File: src/rtl/card_host_regs.svh
// Offsets, field values and timing counts for the card host controller.
`ifndef CARD_HOST_REGS_SVH
`define CARD_HOST_REGS_SVH
`define CLK_PERIOD_NS 4
`define SETUP_NS 30
`define SETUP_CYC ((`SETUP_NS + `CLK_PERIOD_NS - 1) / `CLK_PERIOD_NS)
`define SLOW_STROBE_NS 165
`define SLOW_STROBE_CYC ((`SLOW_STROBE_NS + `CLK_PERIOD_NS - 1) / `CLK_PERIOD_NS)
`define FAST_STROBE_NS 80
`define FAST_STROBE_CYC ((`FAST_STROBE_NS + `CLK_PERIOD_NS - 1) / `CLK_PERIOD_NS)
`define HOLD_NS 20
`define HOLD_CYC ((`HOLD_NS + `CLK_PERIOD_NS - 1) / `CLK_PERIOD_NS)
`define POWERUP_US 100
`define POWERUP_CYC (`POWERUP_US * 1000 / `CLK_PERIOD_NS)
`define OFF_EVEN_DATA 4'h0
`define OFF_ERROR_FEATURE 4'h1
`define OFF_SECTOR_COUNT 4'h2
`define OFF_SECTOR_NUMBER 4'h3
`define OFF_CYLINDER_LOW 4'h4
`define OFF_CYLINDER_HIGH 4'h5
`define OFF_CARD_HEAD 4'h6
`define OFF_STATUS_COMMAND 4'h7
`define OFF_DUP_EVEN 4'h8
`define OFF_DUP_ODD 4'h9
`define OFF_DUP_ERROR 4'hd
`define OFF_ALT_STATUS 4'he
`define OFF_DRIVE_ADDR 4'hf
`define IDE_ALT_STATUS 3'h6
`define IDE_DRIVE_ADDR 3'h7
`define DATA_WINDOW_BASE 11'h400
`define CMD_SET_FEATURES 8'hef
`define FEAT_8BIT_ON 8'h01
`define FEAT_8BIT_OFF 8'h81
`endif

File: src/rtl/card_host_pkg.sv
// Types shared by the card host controller.
package card_host_pkg;
   typedef enum logic [2:0] {
      ST_OFF = 3'h0, ST_RAMP = 3'h1, ST_IDLE = 3'h3,
      ST_SETUP = 3'h2, ST_STROBE = 3'h6, ST_HOLD = 3'h7
   } state_t;
   typedef enum logic [1:0] {OP_WORD = 2'h0, OP_LOW = 2'h1, OP_HIGH = 2'h2} op_t;
   typedef enum logic [1:0] {TGT_MEM = 2'h0, TGT_CMD = 2'h1, TGT_CTRL = 2'h2,
      TGT_DMA = 2'h3} tgt_t;
endpackage

File: src/rtl/card_host.sv
// Host controller that drives the card's memory and True IDE pins.
// Operation
// - Output enable held low across power-up selects IDE.
// - Fast timing only if all cards support it.
// - No fast timing: shared lines or long cable.
// - Stream via 8, 0, 8-9; never repeat 9.
`timescale 1ns/1ps
`include "card_host_regs.svh"
module card_host
   import card_host_pkg::*;
#(
   parameter int POWERUP_CYCLES = `POWERUP_CYC
) (
   input wire logic mclk,
   input wire logic reset,
   input wire logic power_request,
   input wire logic ide_select,
   input wire logic fast_timing_req,
   input wire logic all_cards_fast,
   input wire logic shared_master_slave,
   input wire logic long_cable,
   input wire logic req,
   input wire tgt_t req_target,
   input wire op_t req_op,
   input wire logic req_write,
   input wire logic req_stream,
   input wire logic [10:0] req_addr,
   input wire logic [15:0] req_wdata,
   output logic ready,
   output logic done,
   output logic req_error,
   output logic [15:0] rdata,
   output logic card_power_en,
   output logic ide_mode,
   output logic eight_bit_mode,
   output logic fast_active,
   input wire logic card_present,
   output logic space_select_n,
   output logic low_byte_chip_enable_n,
   output logic high_byte_chip_enable_n,
   output logic output_enable_n,
   output logic write_enable_n,
   output logic io_read_strobe_n,
   output logic io_write_strobe_n,
   output logic command_block_select_n,
   output logic control_block_select_n,
   output logic dma_acknowledge_n,
   output logic [10:0] card_addr,
   output logic [15:0] card_data_out,
   output logic card_data_oe_lo,
   output logic card_data_oe_hi,
   input wire logic [15:0] card_data_in
);
   state_t state_reg, state_next;
   logic [7:0] cnt_reg, cnt_next;
   logic [31:0] pwr_reg, pwr_next;
   logic strap_reg, strap_next, ide_reg, ide_next, eight_reg, eight_next, fast_reg, fast_next;
   logic done_reg, done_next, err_reg, err_next, last9_reg, last9_next, wr_reg, wr_next;
   logic ce_lo_reg, ce_lo_next, ce_hi_reg, ce_hi_next, oe_n_reg, oe_n_next;
   logic we_n_reg, we_n_next, io_read_strobe_n_reg, io_read_strobe_n_next, io_write_strobe_n_reg, io_write_strobe_n_next;
   logic cs0_reg, cs0_next, cs1_reg, cs1_next, dma_acknowledge_n_reg, dma_acknowledge_n_next;
   logic dlo_reg, dlo_next, dhi_reg, dhi_next;
   logic [1:0] op_reg, op_next;
   logic [7:0] feat_reg, feat_next;
   logic [9:0] win_reg, win_next;
   logic [10:0] addr_reg, addr_next;
   logic [15:0] wdata_reg, wdata_next, rdata_reg, rdata_next;
   logic [15:0] din_s1, din_s2;
   logic pres_s1, pres_s2, pres_s3;
   logic hits9, bad, ide_data;
   op_t op_e;
   logic [10:0] addr_e;

   // Pins from the card pass two flops before anything looks at them.
   always_ff @(posedge mclk) begin
      din_s1 <= card_data_in;
      din_s2 <= din_s1;
      pres_s1 <= card_present;
      pres_s2 <= pres_s1;
      pres_s3 <= pres_s2;
   end

   always_comb begin
      addr_e = (req_stream && req_target == TGT_MEM) ? (`DATA_WINDOW_BASE | {1'b0, win_reg}) : req_addr;
      hits9 = addr_e[10] ? addr_e[0] : (addr_e[3:0] == `OFF_DUP_ODD);
      ide_data = req_target == TGT_DMA || (req_target == TGT_CMD && req_addr[2:0] == 3'h0);
      if (ide_reg && ide_data) begin
         op_e = eight_reg ? OP_LOW : OP_WORD;
      end else if (ide_reg) begin
         op_e = OP_LOW;
      end else begin
         op_e = req_op;
      end
      if (ide_reg) begin
         bad = req_target == TGT_MEM || (req_target == TGT_CMD && req_op == OP_HIGH)
            || (req_target == TGT_CTRL && (req_addr[2:1] != 2'h3
            || (req_addr[2:0] == `IDE_DRIVE_ADDR && req_write)));
      end else begin
         // Only the memory mapped configuration is driven from here.
         bad = req_target != TGT_MEM || (last9_reg && req_op == OP_LOW && hits9);
      end
   end

   always_comb begin
      state_next = state_reg;
      cnt_next = cnt_reg;
      pwr_next = pwr_reg;
      strap_next = strap_reg;
      ide_next = ide_reg;
      eight_next = eight_reg;
      fast_next = fast_timing_req && all_cards_fast && !shared_master_slave && !long_cable;
      done_next = 1'b0;
      err_next = 1'b0;
      last9_next = last9_reg;
      wr_next = wr_reg;
      ce_lo_next = ce_lo_reg;
      ce_hi_next = ce_hi_reg;
      oe_n_next = 1'b1;
      we_n_next = 1'b1;
      io_read_strobe_n_next = 1'b1;
      io_write_strobe_n_next = 1'b1;
      cs0_next = cs0_reg;
      cs1_next = cs1_reg;
      dma_acknowledge_n_next = dma_acknowledge_n_reg;
      dlo_next = dlo_reg;
      dhi_next = dhi_reg;
      op_next = op_reg;
      feat_next = feat_reg;
      win_next = win_reg;
      addr_next = addr_reg;
      wdata_next = wdata_reg;
      rdata_next = rdata_reg;
      case (state_reg)
         ST_OFF: begin
            ide_next = 1'b0;
            eight_next = 1'b0;
            oe_n_next = !ide_select;
            if (power_request) begin
               strap_next = ide_select;
               pwr_next = 32'h0000_0000;
               state_next = ST_RAMP;
            end
         end
         ST_RAMP: begin
            oe_n_next = !strap_reg;
            pwr_next = pwr_reg + 32'h0000_0001;
            if (pwr_reg == 32'(POWERUP_CYCLES - 1)) begin
               // The strap is let go as power-up ends, so no read strobe is left behind in IDE.
               oe_n_next = 1'b1;
               ide_next = strap_reg;
               state_next = ST_IDLE;
            end
         end
         ST_IDLE: begin
            if (req && bad) begin
               err_next = 1'b1;
            end else if (req) begin
               op_next = op_e;
               wr_next = req_write;
               addr_next = addr_e;
               last9_next = !ide_reg && req_op == OP_LOW && hits9;
               if (req_stream && !ide_reg) begin
                  win_next = win_reg + ((req_op == OP_WORD) ? 10'h002 : 10'h001);
               end
               ce_lo_next = ide_reg || op_e == OP_HIGH;
               ce_hi_next = ide_reg || op_e == OP_LOW;
               cs0_next = !(ide_reg && req_target == TGT_CMD);
               cs1_next = !(ide_reg && req_target == TGT_CTRL);
               dma_acknowledge_n_next = !(ide_reg && req_target == TGT_DMA);
               dlo_next = req_write && op_e != OP_HIGH;
               dhi_next = req_write && op_e != OP_LOW;
               wdata_next = (op_e == OP_HIGH) ? {req_wdata[7:0], 8'h00} : req_wdata;
               if (ide_reg && req_write && req_target == TGT_CMD) begin
                  if (req_addr[2:0] == 3'(`OFF_ERROR_FEATURE)) begin
                     feat_next = req_wdata[7:0];
                  end
                  if (req_addr[2:0] == 3'(`OFF_STATUS_COMMAND)
                     && req_wdata[7:0] == `CMD_SET_FEATURES) begin
                     if (feat_reg == `FEAT_8BIT_ON) begin
                        eight_next = 1'b1;
                     end else if (feat_reg == `FEAT_8BIT_OFF) begin
                        eight_next = 1'b0;
                     end
                  end
               end
               cnt_next = 8'(`SETUP_CYC - 1);
               state_next = ST_SETUP;
            end
         end
         ST_SETUP: begin
            cnt_next = cnt_reg - 8'h01;
            if (cnt_reg == 8'h00) begin
               cnt_next = fast_reg ? 8'(`FAST_STROBE_CYC - 1) : 8'(`SLOW_STROBE_CYC - 1);
               state_next = ST_STROBE;
            end
         end
         ST_STROBE: begin
            oe_n_next = ide_reg || wr_reg;
            we_n_next = ide_reg || !wr_reg;
            io_read_strobe_n_next = !ide_reg || wr_reg;
            io_write_strobe_n_next = !ide_reg || !wr_reg;
            cnt_next = cnt_reg - 8'h01;
            if (cnt_reg == 8'h00) begin
               oe_n_next = 1'b1;
               we_n_next = 1'b1;
               io_read_strobe_n_next = 1'b1;
               io_write_strobe_n_next = 1'b1;
               case (op_reg)
                  OP_LOW: rdata_next = {8'h00, din_s2[7:0]};
                  OP_HIGH: rdata_next = {8'h00, din_s2[15:8]};
                  default: rdata_next = din_s2;
               endcase
               cnt_next = 8'(`HOLD_CYC - 1);
               state_next = ST_HOLD;
            end
         end
         ST_HOLD: begin
            cnt_next = cnt_reg - 8'h01;
            if (cnt_reg == 8'h00) begin
               ce_lo_next = 1'b1;
               ce_hi_next = 1'b1;
               cs0_next = 1'b1;
               cs1_next = 1'b1;
               dma_acknowledge_n_next = 1'b1;
               dlo_next = 1'b0;
               dhi_next = 1'b0;
               done_next = 1'b1;
               state_next = ST_IDLE;
            end
         end
         default: state_next = ST_OFF;
      endcase
      // A card inserted after power-up starts in card mode, whatever the strap said earlier.
      if (pres_s2 && !pres_s3 && state_reg != ST_OFF) begin
         ide_next = 1'b0;
         eight_next = 1'b0;
      end
      if (!power_request) begin
         state_next = ST_OFF;
      end
   end

   always_ff @(posedge mclk) begin
      if (reset) begin
         state_reg <= ST_OFF;
         cnt_reg <= 8'h00;
         pwr_reg <= 32'h0000_0000;
         {strap_reg, ide_reg, eight_reg, fast_reg, done_reg, err_reg, last9_reg, wr_reg} <= 8'h00;
         {ce_lo_reg, ce_hi_reg, oe_n_reg, we_n_reg, io_read_strobe_n_reg, io_write_strobe_n_reg} <= 6'h3f;
         {cs0_reg, cs1_reg, dma_acknowledge_n_reg, dlo_reg, dhi_reg} <= 5'h1c;
         op_reg <= 2'h0;
         feat_reg <= 8'h00;
         win_reg <= 10'h000;
         addr_reg <= 11'h000;
         wdata_reg <= 16'h0000;
         rdata_reg <= 16'h0000;
      end else begin
         state_reg <= state_next;
         cnt_reg <= cnt_next;
         pwr_reg <= pwr_next;
         {strap_reg, ide_reg, eight_reg, fast_reg} <= {strap_next, ide_next, eight_next, fast_next};
         {done_reg, err_reg, last9_reg, wr_reg} <= {done_next, err_next, last9_next, wr_next};
         {ce_lo_reg, ce_hi_reg, oe_n_reg} <= {ce_lo_next, ce_hi_next, oe_n_next};
         {we_n_reg, io_read_strobe_n_reg, io_write_strobe_n_reg} <= {we_n_next, io_read_strobe_n_next, io_write_strobe_n_next};
         {cs0_reg, cs1_reg, dma_acknowledge_n_reg, dlo_reg, dhi_reg} <=
            {cs0_next, cs1_next, dma_acknowledge_n_next, dlo_next, dhi_next};
         op_reg <= op_next;
         feat_reg <= feat_next;
         win_reg <= win_next;
         addr_reg <= addr_next;
         wdata_reg <= wdata_next;
         rdata_reg <= rdata_next;
      end
   end

   assign ready = state_reg == ST_IDLE;
   assign done = done_reg;
   assign req_error = err_reg;
   assign rdata = rdata_reg;
   assign card_power_en = state_reg != ST_OFF;
   assign ide_mode = ide_reg;
   assign eight_bit_mode = eight_reg;
   assign fast_active = fast_reg;
   assign space_select_n = 1'b1;
   assign low_byte_chip_enable_n = ce_lo_reg;
   assign high_byte_chip_enable_n = ce_hi_reg;
   assign output_enable_n = oe_n_reg;
   assign write_enable_n = we_n_reg;
   assign io_read_strobe_n = io_read_strobe_n_reg;
   assign io_write_strobe_n = io_write_strobe_n_reg;
   assign command_block_select_n = cs0_reg;
   assign control_block_select_n = cs1_reg;
   assign dma_acknowledge_n = dma_acknowledge_n_reg;
   assign card_addr = addr_reg;
   assign card_data_out = wdata_reg;
   assign card_data_oe_lo = dlo_reg;
   assign card_data_oe_hi = dhi_reg;
endmodule

File: config.mk
export PLATFORM = sky130hd
export DESIGN_NAME = card_host
export DESIGN_NICKNAME = d
export VERILOG_FILES = /design/src/rtl/card_host_pkg.sv /design/src/rtl/card_host.sv
export VERILOG_INCLUDE_DIRS = /design/src /design/src/rtl
export SDC_FILE = /design/constraint.sdc
export NUM_CORES = 1
export LEC_CHECK = 0
export ABC_AREA = 1
export BUFFER_PORTS_ARGS = -buffer_cell sky130_fd_sc_hd__buf_2
export CORE_MARGIN = 2
export CORE_UTILIZATION = 60
export CTS_CLUSTER_DIAMETER = 120
export DETAILED_ROUTE_END_ITERATION = 8
export MAX_ROUTING_LAYER = met4
export PLACE_DENSITY = 0.83
export REMOVE_ABC_BUFFERS = 1
export SLEW_MARGIN = 20
export SYNTH_ARGS = -nofsm -noshare
export SYNTH_HDL_FRONTEND = slang
export SYNTH_SLANG_ARGS = --single-unit
File: constraint.sdc
create_clock -name mclk -period 3.3 [get_ports mclk]
set_input_delay 0.33 -clock mclk [delete_from_list [all_inputs] [get_ports mclk]]
set_output_delay 0.33 -clock mclk [all_outputs]
set_load 0.02 [all_outputs]
==> flow_metrics.tcl <==
set metrics [dict create \
    outcome "finished clean" \
    nNetsFinal 1181 \
    synth_top_family_by_area "simple AND/OR/NAND/NOR gates" \
    ctsHoldBuffers 10 \
    timing.slew.headroom_pct 46.9 \
    gp_congestion 0.891 \
    p_total_mw 4.39 \
    fin_tns_setup_ns 0 \
    syn_area_um2 7200 \
    initial_utilization_pct 60.7 \
    cts_resized 0 \
    required_ns 3.64 \
    rr_worst_depth 8 \
    synth_flop_cell "dfxtp_1" \
    overflow 0 \
    max_freq_mhz 374 \
    critPathMaxFanout 41 \
    grtUsageTotal_pct 28.4 \
    routed_wl_um 18100 \
    drive_above_1_share_pct 15.7 \
    ys_async_sr_fraction_pct 0 \
    synth-edff-count 0 \
    r2r_start "state_reg[1]" \
    hp-start "card_data_in[2]" \
    finalMaxSlewViolations 0 \
    tightest_slew_ns 0.791 \
    place_hpwl_um 11800 \
    grt_max_degree 59 \
    fin_ws_ns 0.623 \
    die_area_um2 12900 \
    fill_cells 978 \
    postCtsSetupRepairBufs 0 \
    synthXorXnorAreaFrac_pct 1.46 \
    setup_viol 0 \
    p_leak_nw 3.63 \
    grt_pass1_vias 6386 \
    diodes 0 \
    dp_cells 1224 \
    synth_cell_types 46 \
    postRouteAntennaNets 0 \
    start_kind "flip-flop" \
    power_density_nw_per_um2 513 \
    numCtsBuffers 17 \
    min_path_cells 1 \
    synthMuxAreaShare_pct 0 \
    finalHoldViolations 0 \
    synth.avg_cell_area_um2 7.26 \
    yosysSeqAreaShare_pct 44.5 \
    fin_crit_sh_pct 81.1 \
    clock_skew_ns 0.0119 \
    ios 121 \
    yosysWarningCount 0 \
    first_pass_iters 6 \
    vias 7050 \
    rows 40 \
    die_x_um 114 \
    drt_iter0_markers 702 \
    drc_errors 0 \
    synth_compound_area_share_pct 14.7 \
    peakVddDrop_mv 0.486 \
    clock_sinks 160 \
    maxCapViolCount 0 \
    hp-class "in2reg" \
    grt_setup_unrepaired "false" \
    worst_ep_arrival_time_ns 3.02 \
    grt_pass1_wl_um 29000 \
    crit_path_start "state_reg[1]" \
    critPathKind "reg2reg" \
    areaGrowthSynthToFinish_pct 18.9 \
    die_h_um 114 \
    cp-end-kind "flip-flop" \
    insertion_delay_ns 0.43 \
    synthSimpleGateAreaFrac_pct 29.1 \
    ys_ff_latch 160 \
    layout.cells.non_filler 1271 \
    cts-root-buf "clkbuf_16" \
    fin_crit_ns 2.68 \
    wl_per_cell_um 14.2 \
    vias_per_cell 5.55 \
    cts_tree "yes" \
    synthCells 992 \
    coreArea_um2 11900 \
    antenna_found_initial 0 \
    port_buffers 119 \
    synth_fa_ha_area_share_pct 2.02 \
    clockBufferDepth 2 \
    htreeDepth 4 \
    pre_cts_slack_ns 0.694 \
    largest_reg_flops 32 \
    clk_pin_slew_worst_paths_ns 0.06 \
]
-- metrics by stage --
stage          util, %  hold WS (ns)  instance area [um^2]
4_1_cts           71.8      0.000149                  8510
3_3_place_gp      65.8         0.312                  7800
2_1_floorplan        -         0.310                  6980
5_1_grt           72.2       0.00407                  8560
3_5_place_dp      65.8         0.313                  7800
6_report          72.2        0.0181                  8560
-- cells in the mapped netlist, types with 2 or more instances --
library cell / instances / area, um^2
clkinv_1: 3 / 11.3
nand3_1: 90 / 450
nor2_2: 4 / 25.0
buf_2: 6 / 30.0
xnor2_1: 4 / 35.0
nor2_1: 108 / 405
nor4_1: 11 / 68.8
o21ai_1: 2 / 10.0
nor2_4: 3 / 33.8
nand2_4: 4 / 45.0
buf_1: 3 / 11.3
a31oi_1: 12 / 75.1
dfxtp_1: 160 / 3200
inv_1: 95 / 357
xor2_1: 8 / 70.1
nor3_1: 27 / 135
nand3b_1: 3 / 22.5
nor3b_1: 2 / 15.0
nand2_1: 200 / 751
ha_1: 10 / 125
buf_6: 5 / 56.3
a211oi_1: 6 / 45.0
clkbuf_1: 19 / 71.3
a21oi_1: 87 / 435
nand4_1: 12 / 75.1
buf_4: 6 / 45.0
o31ai_1: 2 / 15.0
a221oi_1: 3 / 26.3
a22oi_1: 2 / 15.0
or2_2: 4 / 25.0
nand2_2: 3 / 18.8
o21ai_0: 71 / 355
o211ai_1: 3 / 22.5
o22ai_1: 2 / 12.5
-- layout make-up --
cell class                      count  area (um^2)  area share, %
Inverter                          100          378           4.41
Tap cell                          147          184           2.15
Clock buffer                       20          467           5.45
Sequential cell                   160         3200           37.4
Clock inverter                     12          143           1.67
Multi-Input combinational cell    693         3400           39.8
Timing Repair Buffer              139          783           9.15
-- cell families after synthesis --
family | after synthesis
AND/OR/NAND/NOR | 474
AO/OA/AOI/OAI | 195
flip-flops | 160
buffers and inverters | 139
XOR/XNOR | 12
adder cells (fa/ha/maj) | 11
other | 1
-- worst max-delay path: stages (launching register included) --
cell	delay, ns
dfxtp_1	0.78
nand2_1	0.20
nor2_2	0.20
inv_1	0.11
nor2_1	0.22
nand2_4	0.31
inv_4	0.41
nand3_1	0.14
a21oi_1	0.20
-- placed cells by master, fill, tap and decap left out, types with 17 or more instances in the layout --
cell type	count
nand2_1	200
dfxtp_1	160
buf_2	119
nor2_1	108
inv_1	95
nand3_1	90
a21oi_1	87
o21ai_0	71
nor3_1	27
clkbuf_16	17
-- report_power, final --
| part | leakage [nW] | switching, mW | internal (mW) |
|---|---|---|---|
| Sequential | 1.30 | 0.0330 | 1.97 |
| Clock | 0.305 | 0.831 | 1.19 |
| Combinational | 2.02 | 0.229 | 0.130 |
-- path summary, 6_finish.rpt --
path / endpoint / slack [ns]
hold / removal: din_s1[2] / 0.02
setup / recovery: card_data_out[1] / 0.62
setup reg to reg: card_data_out[1] / 0.62
hold reg to reg: din_s2[6] / 0.33
-- per-layer routing --
metal  part of all wire [%]  GRT usage, %  vias up
met5                      0             -        -
met4                    2.1          11.4        0
met3                    6.2          6.16       37
met2                     48          46.1      236
met1                     44          34.6     3254
li1                       -             -     3523
Power figures use the tool's default switching activity.
